<file path="src/design/bus_area_pkg.sv">
// shared constants and carrier types for the bus area configuration block
package bus_area_pkg;

    // ***************************************************
    // register byte offsets on the apb
    // ***************************************************
    localparam logic [11:0] ADDR_BUS_CONTROL_ONE = 12'h000;
    localparam logic [11:0] ADDR_BUS_WIDTH       = 12'h004;
    localparam logic [11:0] ADDR_IDLE_CYCLE      = 12'h008;
    localparam logic [11:0] ADDR_STATUS          = 12'h00c;

    // ***************************************************
    // power-on values and writable masks
    // ***************************************************
    localparam logic [15:0] BCO_RESET = 16'h0000;
    localparam logic [15:0] BWC_RESET = 16'h3ffc;
    localparam logic [15:0] ICC_RESET = 16'h3fff;
    localparam logic [15:0] BCO_WMASK = 16'h37ff; // 15,14,11 not writable
    localparam logic [15:0] BWC_WMASK = 16'h3ffd; // 15,14,1 reserved
    localparam logic [15:0] ICC_WMASK = 16'h3fff; // 15 handled apart

    // ***************************************************
    // field positions
    // ***************************************************
    localparam int BCO_ENDIAN_BIT  = 11;
    localparam int BCO_AREA5_CARD  = 1;
    localparam int BCO_AREA6_CARD  = 0;
    localparam int BCO_TYPE_LSB    = 2;
    localparam int BWC_PORT_BIT    = 0;
    localparam int BWC_WIDTH_LSB   = 2;
    localparam int ICC_WAIT_SEL    = 15;
    localparam int NUM_AREAS       = 7;

    // memory type codes for areas 2 and 3
    localparam logic [2:0] TYPE_BOTH_DRAM  = 3'h5;
    localparam logic [2:0] TYPE_AREA3_DRAM = 3'h4;

    // ***************************************************
    // carriers
    // ***************************************************
    typedef struct packed {
        logic        psel;
        logic        penable;
        logic        pwrite;
        logic [11:0] paddr;
        logic [31:0] pwdata;
    } apb_req_t;

    typedef struct packed {
        logic        pready;
        logic        pslverr;
        logic [31:0] prdata;
    } apb_rsp_t;

    typedef struct packed {
        logic       valid; // bus cycle wants to start
        logic [2:0] area;  // target area 0..6
        logic       write; // 1 write, 0 read
    } bus_cycle_t;

endpackage

</file>
<file path="src/design/idle_gap_counter.sv">
// down counter that times the idle gap between two bus cycles
`timescale 1ns/1ns
module idle_gap_counter (
    input  wire logic       pclk,
    input  wire logic       presetn,
    input  wire logic       load,
    input  wire logic [1:0] count,
    output logic            done
);
    import bus_area_pkg::*;

    typedef struct packed {
        logic [1:0] cnt;  // idle cycles still to run
        logic       done; // high in the last idle cycle
    } gap_state_t;

    gap_state_t s;
    gap_state_t next_s;

    // ***************************************************
    // next state
    // ***************************************************
    always_comb begin
        next_s      = s;
        next_s.done = 1'b0;
        if (load) begin
            next_s.cnt = count;
            // a one-cycle gap is already in its last cycle
            next_s.done = (count == 2'h1);
        end else if (s.cnt != 2'h0) begin
            next_s.cnt = s.cnt - 2'h1;
            // flag one edge early: the consumer registers it once more
            next_s.done = (s.cnt == 2'h2);
        end
    end

    // state register
    always_ff @(posedge pclk or negedge presetn) begin
        if (!presetn) begin
            s <= '0;
        end else begin
            s <= next_s;
        end
    end

    assign done = s.done;
endmodule

</file>
<file path="src/design/wait_edge_sampler.sv">
// samples the external wait input on the chosen bus clock edge
`timescale 1ns/1ns
module wait_edge_sampler (
    input  wire logic pclk,
    input  wire logic presetn,
    input  wire logic wait_n_in,
    input  wire logic falling_sel,
    output logic      wait_seen
);
    import bus_area_pkg::*;

    typedef struct packed {
        logic seen; // wait request as seen by the bus
    } wait_state_t;

    wait_state_t s;
    wait_state_t next_s;
    logic        fall_sample; // half-cycle sample, tolerates async input

    // falling edge catch leaves the source half a cycle less settling
    always_ff @(negedge pclk or negedge presetn) begin
        if (!presetn) begin
            fall_sample <= 1'b0;
        end else begin
            fall_sample <= !wait_n_in;
        end
    end

    // pick the sample of the selected edge
    always_comb begin
        next_s      = s;
        next_s.seen = falling_sel ? fall_sample : !wait_n_in;
    end

    // state register
    always_ff @(posedge pclk or negedge presetn) begin
        if (!presetn) begin
            s <= '0;
        end else begin
            s <= next_s;
        end
    end

    assign wait_seen = s.seen;
endmodule

</file>
<file path="src/design/bus_area_config_regs.sv">
// bus area configuration registers with idle gap and pin reuse logic
//
// The APB register port and the address map are this design's own decisions.
`timescale 1ns/1ns
module bus_area_config_regs #(
    parameter bit HAS_WAIT_SEL = 1'b1 // revision has edge select
) (
    input  wire logic                    pclk,
    input  wire logic                    presetn,
    input  wire bus_area_pkg::apb_req_t  apb_req,
    output bus_area_pkg::apb_rsp_t       apb_rsp,
    input  wire logic                    endian_pin_in,
    input  wire logic                    second_row_strobe_n,
    input  wire logic                    card_enable_2a_n,
    input  wire logic                    card_enable_2b_n,
    input  wire bus_area_pkg::bus_cycle_t cyc,
    output logic                         cyc_go,
    output logic                         cyc_gap,
    input  wire logic                    wait_n_in,
    output logic                         wait_seen,
    output logic                         endian_pin_out,
    output logic                         endian_pin_oe,
    output logic                         mode_pin_three_out,
    output logic                         mode_pin_three_oe,
    output logic                         mode_pin_four_out,
    output logic                         mode_pin_four_oe,
    output logic                         dram_area2,
    output logic                         dram_area3,
    output logic                         lane_port_mode,
    output logic [11:0]                  area_width,
    output logic                         wait_falling
);
    import bus_area_pkg::*;

    // ***************************************************
    // state
    // ***************************************************
    typedef struct packed {
        logic [15:0] bco;         // bus_control_one
        logic [15:0] bwc;         // bus_width_control
        logic [15:0] icc;         // idle_cycle_control, bit15 hidden
        logic        endian_done; // strap caught after reset
        apb_rsp_t    rsp;         // bus answer
        logic [2:0]  last_area;   // area of previous bus cycle
        logic        last_read;   // previous cycle was a read
        logic        last_valid;  // any cycle seen yet
        logic        gap_pending; // waiting for idle gap to end
        logic        go;          // start pulse to bus engine
        logic        ep_out;      // endian pin level
        logic        ep_oe;       // endian pin driven
        logic        m3_out;      // mode pin three level
        logic        m3_oe;       // mode pin three driven
        logic        m4_out;      // mode pin four level
        logic        m4_oe;       // mode pin four driven
        logic        dram2;       // area 2 is dram
        logic        dram3;       // area 3 is dram
        logic        port_mode;   // upper mid lane is a port
    } cfg_state_t;

    cfg_state_t s;
    cfg_state_t next_s;

    logic        setup;       // apb setup phase
    logic        access_done; // apb access completes this edge
    logic        mapped;      // address hits a register
    logic [15:0] rd_value;    // read mux result
    logic [15:0] wdata;       // low half of write data
    logic [1:0]  idle_field [0:7]; // idle count per area
    logic [1:0]  need;        // idle cycles for this request
    logic        accept;      // new bus cycle taken now
    logic        gap_load;    // start the idle counter
    logic        gap_done;    // idle gap ran out
    logic [2:0]  bus_type;    // memory type field

    // ***************************************************
    // apb decode
    // ***************************************************
    assign setup = apb_req.psel && !apb_req.penable;
    assign access_done = apb_req.psel && apb_req.penable
                         && s.rsp.pready;
    assign wdata = apb_req.pwdata[15:0];
    assign bus_type = s.bco[BCO_TYPE_LSB +: 3];

    // address hit check
    always_comb begin
        unique case (apb_req.paddr)
            ADDR_BUS_CONTROL_ONE,
            ADDR_BUS_WIDTH,
            ADDR_IDLE_CYCLE,
            ADDR_STATUS: mapped = 1'b1;
            default:     mapped = 1'b0; // unmapped, slave error
        endcase
    end

    // read mux, reserved and write-only bits read zero
    always_comb begin
        unique case (apb_req.paddr)
            ADDR_BUS_CONTROL_ONE: rd_value = s.bco;
            ADDR_BUS_WIDTH:       rd_value = s.bwc;
            // edge select is write-only, never visible
            ADDR_IDLE_CYCLE:      rd_value = {2'h0, s.icc[13:0]};
            ADDR_STATUS:          rd_value = {10'h0, s.gap_pending,
                                              s.last_valid, s.last_read,
                                              s.last_area};
            default:              rd_value = 16'h0;
        endcase
    end

    // ***************************************************
    // idle field per area
    // ***************************************************
    for (genvar a = 0; a < 8; a++) begin : g_idle
        if (a < NUM_AREAS) begin : g_real
            assign idle_field[a] = s.icc[2*a +: 2];
        end else begin : g_none
            assign idle_field[a] = 2'h0; // no area 7
        end
    end

    // ***************************************************
    // idle gap decision
    // ***************************************************
    // gap after leaving an area, or read then write in one area
    always_comb begin
        need = 2'h0;
        if (s.last_valid && ((cyc.area != s.last_area)
            || (s.last_read && cyc.write))) begin
            need = idle_field[s.last_area];
        end
    end

    // one request at a time; new ones wait while a gap runs
    assign accept = cyc.valid && !s.gap_pending && !s.go;
    assign gap_load = accept && (need != 2'h0);

    idle_gap_counter u_gap (
        .pclk    (pclk),
        .presetn (presetn),
        .load    (gap_load),
        .count   (need),
        .done    (gap_done)
    );

    wait_edge_sampler u_wait (
        .pclk        (pclk),
        .presetn     (presetn),
        .wait_n_in   (wait_n_in),
        .falling_sel (s.icc[ICC_WAIT_SEL]),
        .wait_seen   (wait_seen)
    );

    // ***************************************************
    // next state
    // ***************************************************
    always_comb begin
        next_s = s;
        next_s.rsp.pready  = 1'b0;
        next_s.rsp.pslverr = 1'b0;
        next_s.go = 1'b0;
        // answer prepared in setup, so access lasts one cycle
        if (setup) begin
            next_s.rsp.pready  = 1'b1;
            next_s.rsp.pslverr = !mapped;
            next_s.rsp.prdata  = {16'h0, rd_value};
        end
        // writes land only at the completing access edge
        if (access_done && apb_req.pwrite && mapped) begin
            unique case (apb_req.paddr)
                ADDR_BUS_CONTROL_ONE: begin
                    next_s.bco = (s.bco & ~BCO_WMASK)
                                 | (wdata & BCO_WMASK);
                end
                ADDR_BUS_WIDTH: begin
                    next_s.bwc = wdata & BWC_WMASK;
                end
                ADDR_IDLE_CYCLE: begin
                    next_s.icc = wdata & ICC_WMASK;
                    // bit 14 stays zero; bit 15 only if present
                    if (HAS_WAIT_SEL) begin
                        next_s.icc[ICC_WAIT_SEL] = wdata[ICC_WAIT_SEL];
                    end else begin
                        next_s.icc[ICC_WAIT_SEL] = 1'b0;
                    end
                end
                default: begin
                    next_s.bco = s.bco; // status is read-only
                end
            endcase
        end
        // strap caught once, first clock after reset release
        if (!s.endian_done) begin
            next_s.bco[BCO_ENDIAN_BIT] = endian_pin_in;
            next_s.endian_done = 1'b1;
        end
        // bus cycle bookkeeping
        if (accept) begin
            next_s.last_area  = cyc.area;
            next_s.last_read  = !cyc.write;
            next_s.last_valid = 1'b1;
            if (need == 2'h0) begin
                next_s.go = 1'b1;
            end else begin
                next_s.gap_pending = 1'b1;
            end
        end
        if (gap_done) begin
            next_s.gap_pending = 1'b0;
            next_s.go = 1'b1;
        end
        // pin reuse follows the register value just stored
        next_s.dram3 = (next_s.bco[BCO_TYPE_LSB +: 3] == TYPE_BOTH_DRAM)
                       || (next_s.bco[BCO_TYPE_LSB +: 3]
                           == TYPE_AREA3_DRAM);
        next_s.dram2 = (next_s.bco[BCO_TYPE_LSB +: 3]
                        == TYPE_BOTH_DRAM);
        next_s.ep_oe  = next_s.dram2;
        next_s.ep_out = second_row_strobe_n;
        next_s.m3_oe  = next_s.bco[BCO_AREA5_CARD];
        next_s.m3_out = card_enable_2a_n;
        next_s.m4_oe  = next_s.bco[BCO_AREA6_CARD];
        next_s.m4_out = card_enable_2b_n;
        next_s.port_mode = next_s.bwc[BWC_PORT_BIT];
    end

    // ***************************************************
    // state register, power-on values only
    // ***************************************************
    always_ff @(posedge pclk or negedge presetn) begin
        if (!presetn) begin
            s     <= '0;
            s.bco <= BCO_RESET;
            s.bwc <= BWC_RESET;
            s.icc <= ICC_RESET;
        end else begin
            s <= next_s;
        end
    end

    // ***************************************************
    // outputs, all from flip-flops
    // ***************************************************
    assign apb_rsp            = s.rsp;
    assign cyc_go             = s.go;
    assign cyc_gap            = s.gap_pending;
    assign endian_pin_out     = s.ep_out;
    assign endian_pin_oe      = s.ep_oe;
    assign mode_pin_three_out = s.m3_out;
    assign mode_pin_three_oe  = s.m3_oe;
    assign mode_pin_four_out  = s.m4_out;
    assign mode_pin_four_oe   = s.m4_oe;
    assign dram_area2         = s.dram2;
    assign dram_area3         = s.dram3;
    assign lane_port_mode     = s.port_mode;
    assign area_width         = s.bwc[BWC_WIDTH_LSB +: 12];
    assign wait_falling       = s.icc[ICC_WAIT_SEL];
endmodule

</file>
<file path="config.mk">
export PLATFORM = sky130hd
export DESIGN_NAME = bus_area_config_regs
export DESIGN_NICKNAME = d
export VERILOG_FILES = /design/src/design/bus_area_pkg.sv /design/src/design/idle_gap_counter.sv /design/src/design/wait_edge_sampler.sv /design/src/design/bus_area_config_regs.sv
export SDC_FILE = /design/constraint.sdc
export NUM_CORES = 1
export LEC_CHECK = 0
export BUFFER_PORTS_ARGS = -buffer_cell sky130_fd_sc_hd__buf_2
export CAP_MARGIN = 20
export CORE_ASPECT_RATIO = 0.6
export CORE_MARGIN = 1.5
export CORE_UTILIZATION = 47
export CTS_BUF_LIST = sky130_fd_sc_hd__clkbuf_16
export CTS_CLUSTER_SIZE = 40
export DETAILED_ROUTE_END_ITERATION = 12
export PLACE_DENSITY = 0.74
export SETUP_SLACK_MARGIN = 0.05
export SYNTH_ARGS = -nofsm -noshare
export SYNTH_HDL_FRONTEND = slang
export SYNTH_HIERARCHICAL = 1
export SYNTH_SLANG_ARGS = --single-unit
</file>
<file path="constraint.sdc">
create_clock -name pclk -period 2.72 [get_ports pclk]
set_input_delay 0.544 -clock pclk [delete_from_list [all_inputs] [get_ports pclk]]
set_output_delay 0.544 -clock pclk [all_outputs]
set_load 0.02 [all_outputs]
</file>
==> results of run 1 <==
how the worst min path moves through the flow:
stage	slack (ns)	startpoint	cells past startpoint	endpoint
2_1_floorplan	0.25	presetn	0	apb_rsp[0]
6_report	0.09	presetn	1	apb_rsp[10]
3_5_place_dp	0.45	presetn	1	apb_rsp[13]
3_3_place_gp	0.45	presetn	1	apb_rsp[13]
4_1_cts	0.09	presetn	1	apb_rsp[10]
5_1_grt	0.10	presetn	1	apb_rsp[33]
layout by cell type, fill, tap and decap left out, types with 2 or more instances in the layout:
| cell | n |
|---|---|
| a22o_1 | 13 |
| a22oi_1 | 3 |
| buf_2 | 81 |
| buf_4 | 7 |
| bufinv_16 | 2 |
| clkbuf_16 | 9 |
| clkinvlp_4 | 2 |
| conb_1 | 19 |
| dfrtp_1 | 49 |
| dfstp_2 | 26 |
| inv_1 | 4 |
| mux2_2 | 28 |
| mux2_4 | 18 |
| mux2i_1 | 16 |
| mux4_2 | 5 |
| nand2_1 | 18 |
| nand2b_1 | 3 |
| nand3b_1 | 3 |
| nand4_1 | 2 |
| nor2_1 | 7 |
| nor2b_1 | 4 |
| nor4_4 | 2 |
| o21ai_0 | 12 |
| or2_2 | 2 |
| xor2_1 | 3 |
routing by layer:
metal / up-vias / routed length (um) / track usage [%]
li1: 1100 / - / -
met4: 0 / 43 / 4.71
met1: 1207 / 4030 / 28.0
met5: - / 0 / 0
met3: 7 / 563 / 8.00
met2: 86 / 3220 / 27.3
kinds of logic (layout without fill, tap and decap cells):
| family | count (synthesis) | in the layout | synth area share, % |
|---|---|---|---|
| other cells | 2 | 19 | 0.193 |
| simple gates | 51 | 51 | 8.71 |
| buf+inv | 66 | 107 | 12.2 |
| xor+xnor | 3 | 3 | 0.675 |
| flops | 76 | 76 | 49.7 |
| mux | 67 | 67 | 22.1 |
| compound gates | 36 | 36 | 6.49 |
through the flow:
| step | total power [mW] | instance area [um^2] | cells | util, % | setup slack (ns) |
|---|---|---|---|---|---|
| 4_1_cts | 3.04 | 4400 | 467 | 55.4 | 0.632 |
| 2_1_floorplan | 1.63 | 3960 | 318 | - | 0.650 |
| 3_3_place_gp | 1.75 | 4090 | 451 | 51.4 | 0.474 |
| 3_5_place_dp | 1.76 | 4090 | 451 | 51.4 | 0.458 |
| 5_1_grt | 3.16 | 4400 | 467 | 55.4 | 0.432 |
| 6_report | 3.01 | 4400 | 467 | 55.4 | 0.603 |
worst max-delay path, cell delays in order, from the launching register on:
cell,delay (ns)
dfrtp_1,0.65
mux2i_1,0.29
a22oi_1,0.12
a22oi_1,0.32
nor3b_1,0.15
or3b_1,0.39
o21ai_0,0.11
state kept, by name (all words and copies together) (netlist names), 2 cells and up:
register    cells
bus_type        3
u_gap/s         2
s              18
apb_rsp        16
idle_field     14
area_width     12
layout make-up:
cell class                 instances  area share, %
clock buffer                       9           5.11
sequential                        76           43.9
multi-input combinational        176           35.1
tap                              108           3.07
clock inverter                     7           2.10
timing repair buffer              88           10.4
inverter                           3          0.256
where the power goes:
group | switching [mW] | internal [mW]
registers | 0.114 | 1.19
logic | 0.240 | 0.203
clock network | 0.461 | 0.799
==> summary.txt, run 1 <==
Route
  • Total number of vias: 2400
  • Antenna-violating nets left: 0
  • Mean number of vias per cell: 5.14
  • DRC: 0
  • Wirelength per Cell: between 15 and 20 um
  • Drt pass-1 iters: 4
  • WL final: about 7900 um
  • Drt initial violations: between 100 and 150

Clocking
  • CTS resizes: 0
  • Post-CTS setup buffer count: 0
  • Clock Path Buffers: 2
  • TritonCTS Buffers: 9
  • Hold Buf Count CTS: 0
  • CTS tree: yes
  • H-tree depth: 3
  • Clk_lat worst skew: ~0.34 ns
  • CTS root buf: clkbuf_16
  • Clk slew on worst S/H paths: around 0.060 ns
  • Clk sinks: 76

Floorplanning
  • Initial Utilization: between 40% and 50%
  • Row cnt: 25
  • Core Region: 0.00795 mm^2
  • # IOs: around 120
  • Die Wd: 120 um
  • Die area: roughly 0.0089 mm^2
  • Chip height: about 73 um

Synth
  • Main synth FF type: dfrtp_1
  • Synth cell types: 44
  • Top-area cell type share of the netlist area: 31.5%
  • Most common cell in the synthesized netlist: dfrtp_1
  • Mean area per synthesized cell: about 13 um^2
  • Synth area leaders: dfrtp_1 (32%), dfstp_2 (18%), buf_4 (9.1%), mux2_2 (8.1%), mux2_4 (6.9%)
  • Post-synthesis cell area: approximately 0.0039 mm^2
  • Yosys reg bits: 76
  • Post-synth top area cell: dfrtp_1
  • Mapped Cells: approximately 300
  • Asr flop ratio synth: 100%
  • EDFF count, synth: 0
  • Synth warn: 6
  • Top cells by count, synth: dfrtp_1 (49), buf_4 (47), mux2_2 (28)
  • Sequential fraction of the synthesis area: approximately half

Critical path
  • Source of the critical timing path: s[13]
  • Worst reg-to-reg path cell count: 6
  • Worst setup path endpoint: u_gap/done
  • Kind of end point of the critical path: flip-flop
  • Reg2reg setup slack: about 0.6 ns
  • Crit path kind: reg -> reg
  • Startpoint Class: flip-flop
  • CP Max Fanout: 11
  • Reg-to-Reg Start: s[13]
  • FF-to-FF End: u_gap/done
  • WP data arrival: 2.36 ns
  • Req. time, crit path: 2.96 ns

Timing
  • Fin crit share: 77.8%
  • Worst Skew: between 0.005 and 0.006 ns
  • Setup_tns: 0 ns
  • Max Slew Vio Count: 0
  • Slew @ Worst Pin: between 0.7 and 0.8 ns
  • Final hold vios: 0
  • Slew HR: between 40% and 50%
  • Final hold slack: roughly 0.094 ns
  • Fmax: around 470 MHz
  • Min Clock Period, post-route: roughly 2.1 ns
  • RSZ-0062 raised after global routing: false
  • Setup-violating endpoint count in the final report: 0

Finish
  • Share of layout cells above drive strength 1: roughly 53%
  • Filler Cell Count: between 600 and 700
  • Inserted Diodes: 0
  • Multi-input gate area: 0.00155 mm^2
  • Sequential cell area: between 0.0015 and 0.002 mm^2
  • Net count reported at finish: ~410
  • Area growth, synth to finish: 13.1%

Global route
  • Grt total ovfl: 0
  • All-layer global routing usage: between 15 and 20%
  • Vias in the first global route: around 2400
  • Initial antenna violation count: 0
  • Global-route wire length before repair: 12400 um
  • Largest net degree at the start of global routing: 56

Place
  • DP Wirelength: around 5700 um
  • Port buffer count: 82
  • Gp weighted congestion: about 0.75

Hold path
  • Hold Path Class: in -> async

Flow run
  • Max cap viols: 0

Pwr
  • Peak supply drop: around 0.35 mV
  • Pwr/cell area: about 680 mW/mm^2
  • Pleak: ~2.2 nW

Status
  • Status: complete, no violations
Note: power is estimated with default switching activity, not from simulation.
==> inputs of run 2 (changes only) <==
--- a/config.mk
+++ b/config.mk
@@ -13,7 +13,7 @@
 export CTS_BUF_LIST = sky130_fd_sc_hd__clkbuf_16
 export CTS_CLUSTER_SIZE = 40
 export DETAILED_ROUTE_END_ITERATION = 12
-export PLACE_DENSITY = 0.74
+export PLACE_DENSITY = 0.77
 export SETUP_SLACK_MARGIN = 0.05
 export SYNTH_ARGS = -nofsm -noshare
 export SYNTH_HDL_FRONTEND = slang
==> constraint.sdc (replaced) <==
create_clock -name pclk -period 1.9 [get_ports pclk]
set_input_delay 0.38 -clock pclk [delete_from_list [all_inputs] [get_ports pclk]]
set_output_delay 0.38 -clock pclk [all_outputs]
set_load 0.02 [all_outputs]
==> summary.txt, run 2 (synthesis gave the netlist of run 1 again) <==
Place
  • Dpl cells: ~460
  • Post-place instance area: roughly 0.0042 mm^2
  • DP Wirelength: roughly 5900 um
  • Pre-CTS WS: -0.0557 ns
  • Port buffer count: 82
  • Gp weighted congestion: ~0.76

Route
  • WL met1: about 4000 um
  • Mean number of vias per cell: around 5.1
  • Top sig layer: met4
  • Total number of vias: roughly 2500
  • Antenna-violating nets left: 0
  • DRC: 0
  • Wirelength per Cell: around 17 um
  • Drt pass-1 iters: 4
  • Drt initial violations: 160
  • WL final: roughly 8400 um
  • Routed wire length on met3: 723 um
  • Metal2 WL: between 3000 and 4000 um

Pwr
  • Psw: about 1.3 mW
  • Pwr/cell area: between 900 and 1000 mW/mm^2
  • Clock share of power: roughly two fifths
  • Switching share of power: ~28%
  • Peak supply drop: between 0.5 and 0.6 mV
  • Combinational share of power: between 20% and 30%
  • Pint: about 3.3 mW
  • Power share of the sequential group: approximately 40%
  • Pleak: ~2.3 nW

Timing
  • Final hold slack: 0.0685 ns
  • Final setup margin: roughly 0.13 ns
  • RSZ-0062 raised after global routing: false
  • Final hold vios: 0
  • Fmax: between 500 and 600 MHz
  • Worst Skew: slightly above 0.009 ns
  • Setup-violating endpoint count in the final report: 0
  • Max Slew Vio Count: 0
  • Min Clock Period, post-route: 1.77 ns
  • Fin crit share: roughly 93%

Critical path
  • CP Max Fanout: 4
  • WP data arrival: 2.03 ns
  • Slowest stage cell on the critical path: or3b_1
  • Max stage delay on crit path: about 0.40 ns
  • CP dominant cell by count: a22oi_2
  • Crit path kind: reg -> reg
  • Reg-to-Reg Start: s[13]
  • Critical-path cell list: buf_6 > mux2i_4 > a22oi_2 > a22oi_2 > nor3b_2 > or3b_1 > o21ai_1
  • FF-to-FF End: u_gap/done
  • CP delay by family, top: simple AND/OR/NAND/NOR gates
  • WP buf/inv: 1
  • Startpoint Class: flip-flop
  • Worst reg-to-reg path cell count: 7
  • Kind of end point of the critical path: flip-flop
  • Reg2reg setup slack: roughly 0.13 ns
  • Req. time, crit path: about 2.2 ns

Global route
  • Vias in the first global route: around 2400
  • Initial antenna violation count: 1
  • Grt total ovfl: 0
  • All-layer global routing usage: between 20% and 30%
  • Largest net degree at the start of global routing: 76
  • Global-route wire length before repair: about 13000 um

Floorplanning
  • Die area: between 0.008 and 0.009 mm^2
  • # IOs: ~120
  • Chip height: 73.5 um
  • Row cnt: 25
  • Initial Utilization: ~49%
  • Core Region: just under 0.008 mm^2
  • Die Wd: 120 um

Clocking
  • Clk_lat worst skew: between 0.3 and 0.4 ns
  • Clock Path Buffers: 2
  • H-tree depth: 3
  • TritonCTS Buffers: 9
  • CTS root buf: clkbuf_16
  • Clk slew on worst S/H paths: ~0.060 ns
  • Clk sinks: 76
  • CTS tree: yes

Flow run
  • Max cap viols: 0

Finish
  • Max reg flops: 18
  • Net count reported at finish: 430
  • Most frequent cells in the layout: buf_2 (82), dfrtp_1 (46), mux2_2 (28), dfstp_2 (26)
  • Area growth, synth to finish: 18.7%
  • Cell Count, Final, Fillers Out: approximately 490
  • Fin area: ~0.0046 mm^2
  • Biggest register: s
  • Commonest non-fill, non-tap cell in the layout: buf_2
  • Share of layout cells above drive strength 1: just under 60%
  • Layout Utilization: between 50% and 60%

Hold path
  • Hold Path Class: in -> async

Status
  • Status: complete, no violations
## run 2: final cells by class
class / count / area, um^2
Clock inverter: 7 / 91.3
Inverter: 3 / 11.3
Multi-Input combinational cell: 176 / 1600
Tap cell: 108 / 135
Clock buffer: 9 / 225
Fill cell: 656 / 3320
Sequential cell: 76 / 1940
Timing Repair Buffer: 105 / 616
Antenna cell: 1 / 2.50
## run 2: through the flow
step	setup TNS, ns	power (mW)
after floorplan	0	2.34
final	0	4.58
after CTS	0	4.50
after detailed placement	-0.171	2.62
after global routing	0	4.78
after global placement	-0.127	2.60
## run 2: worst max path at each step
stage                            from          to  slack [ns]  cells past startpoint
after floorplan           apb_req[41]       s[67]        0.06                      5
after CTS                       s[13]  u_gap/done        0.07                      7
after detailed placement        s[13]  u_gap/done       -0.06                      6
after global placement    apb_req[41]       s[67]       -0.03                      6
final                           s[13]  u_gap/done        0.13                      7
after global routing            s[13]  u_gap/done        0.05                      7
## run 2: what timing repair did
action	CTS	global route
setup endpoints to repair	4	3
hold buffers	0	0
pin swaps	0	5
hold endpoints to repair	0	0
resized for setup	3	13
buffers inserted	2	2
## run 2: per-layer routing
metal  global-route usage [%]  vias to the layer above
met1                     27.9                     1213
met5                        0                        -
li1                         -                     1139
met3                     8.54                        6
met4                     5.62                        0
met2                     28.7                      103
## run 2: power by group through the flow
stage | logic (mW) | registers [mW] | clock network, mW
finish | 0.948 | 1.84 | 1.79
global route | 1.02 | 1.85 | 1.91
CTS | 0.849 | 1.82 | 1.84
detailed placement | 0.747 | 1.88 | 0
global placement | 0.731 | 1.87 | 0
floorplan | 0.535 | 1.81 | 0
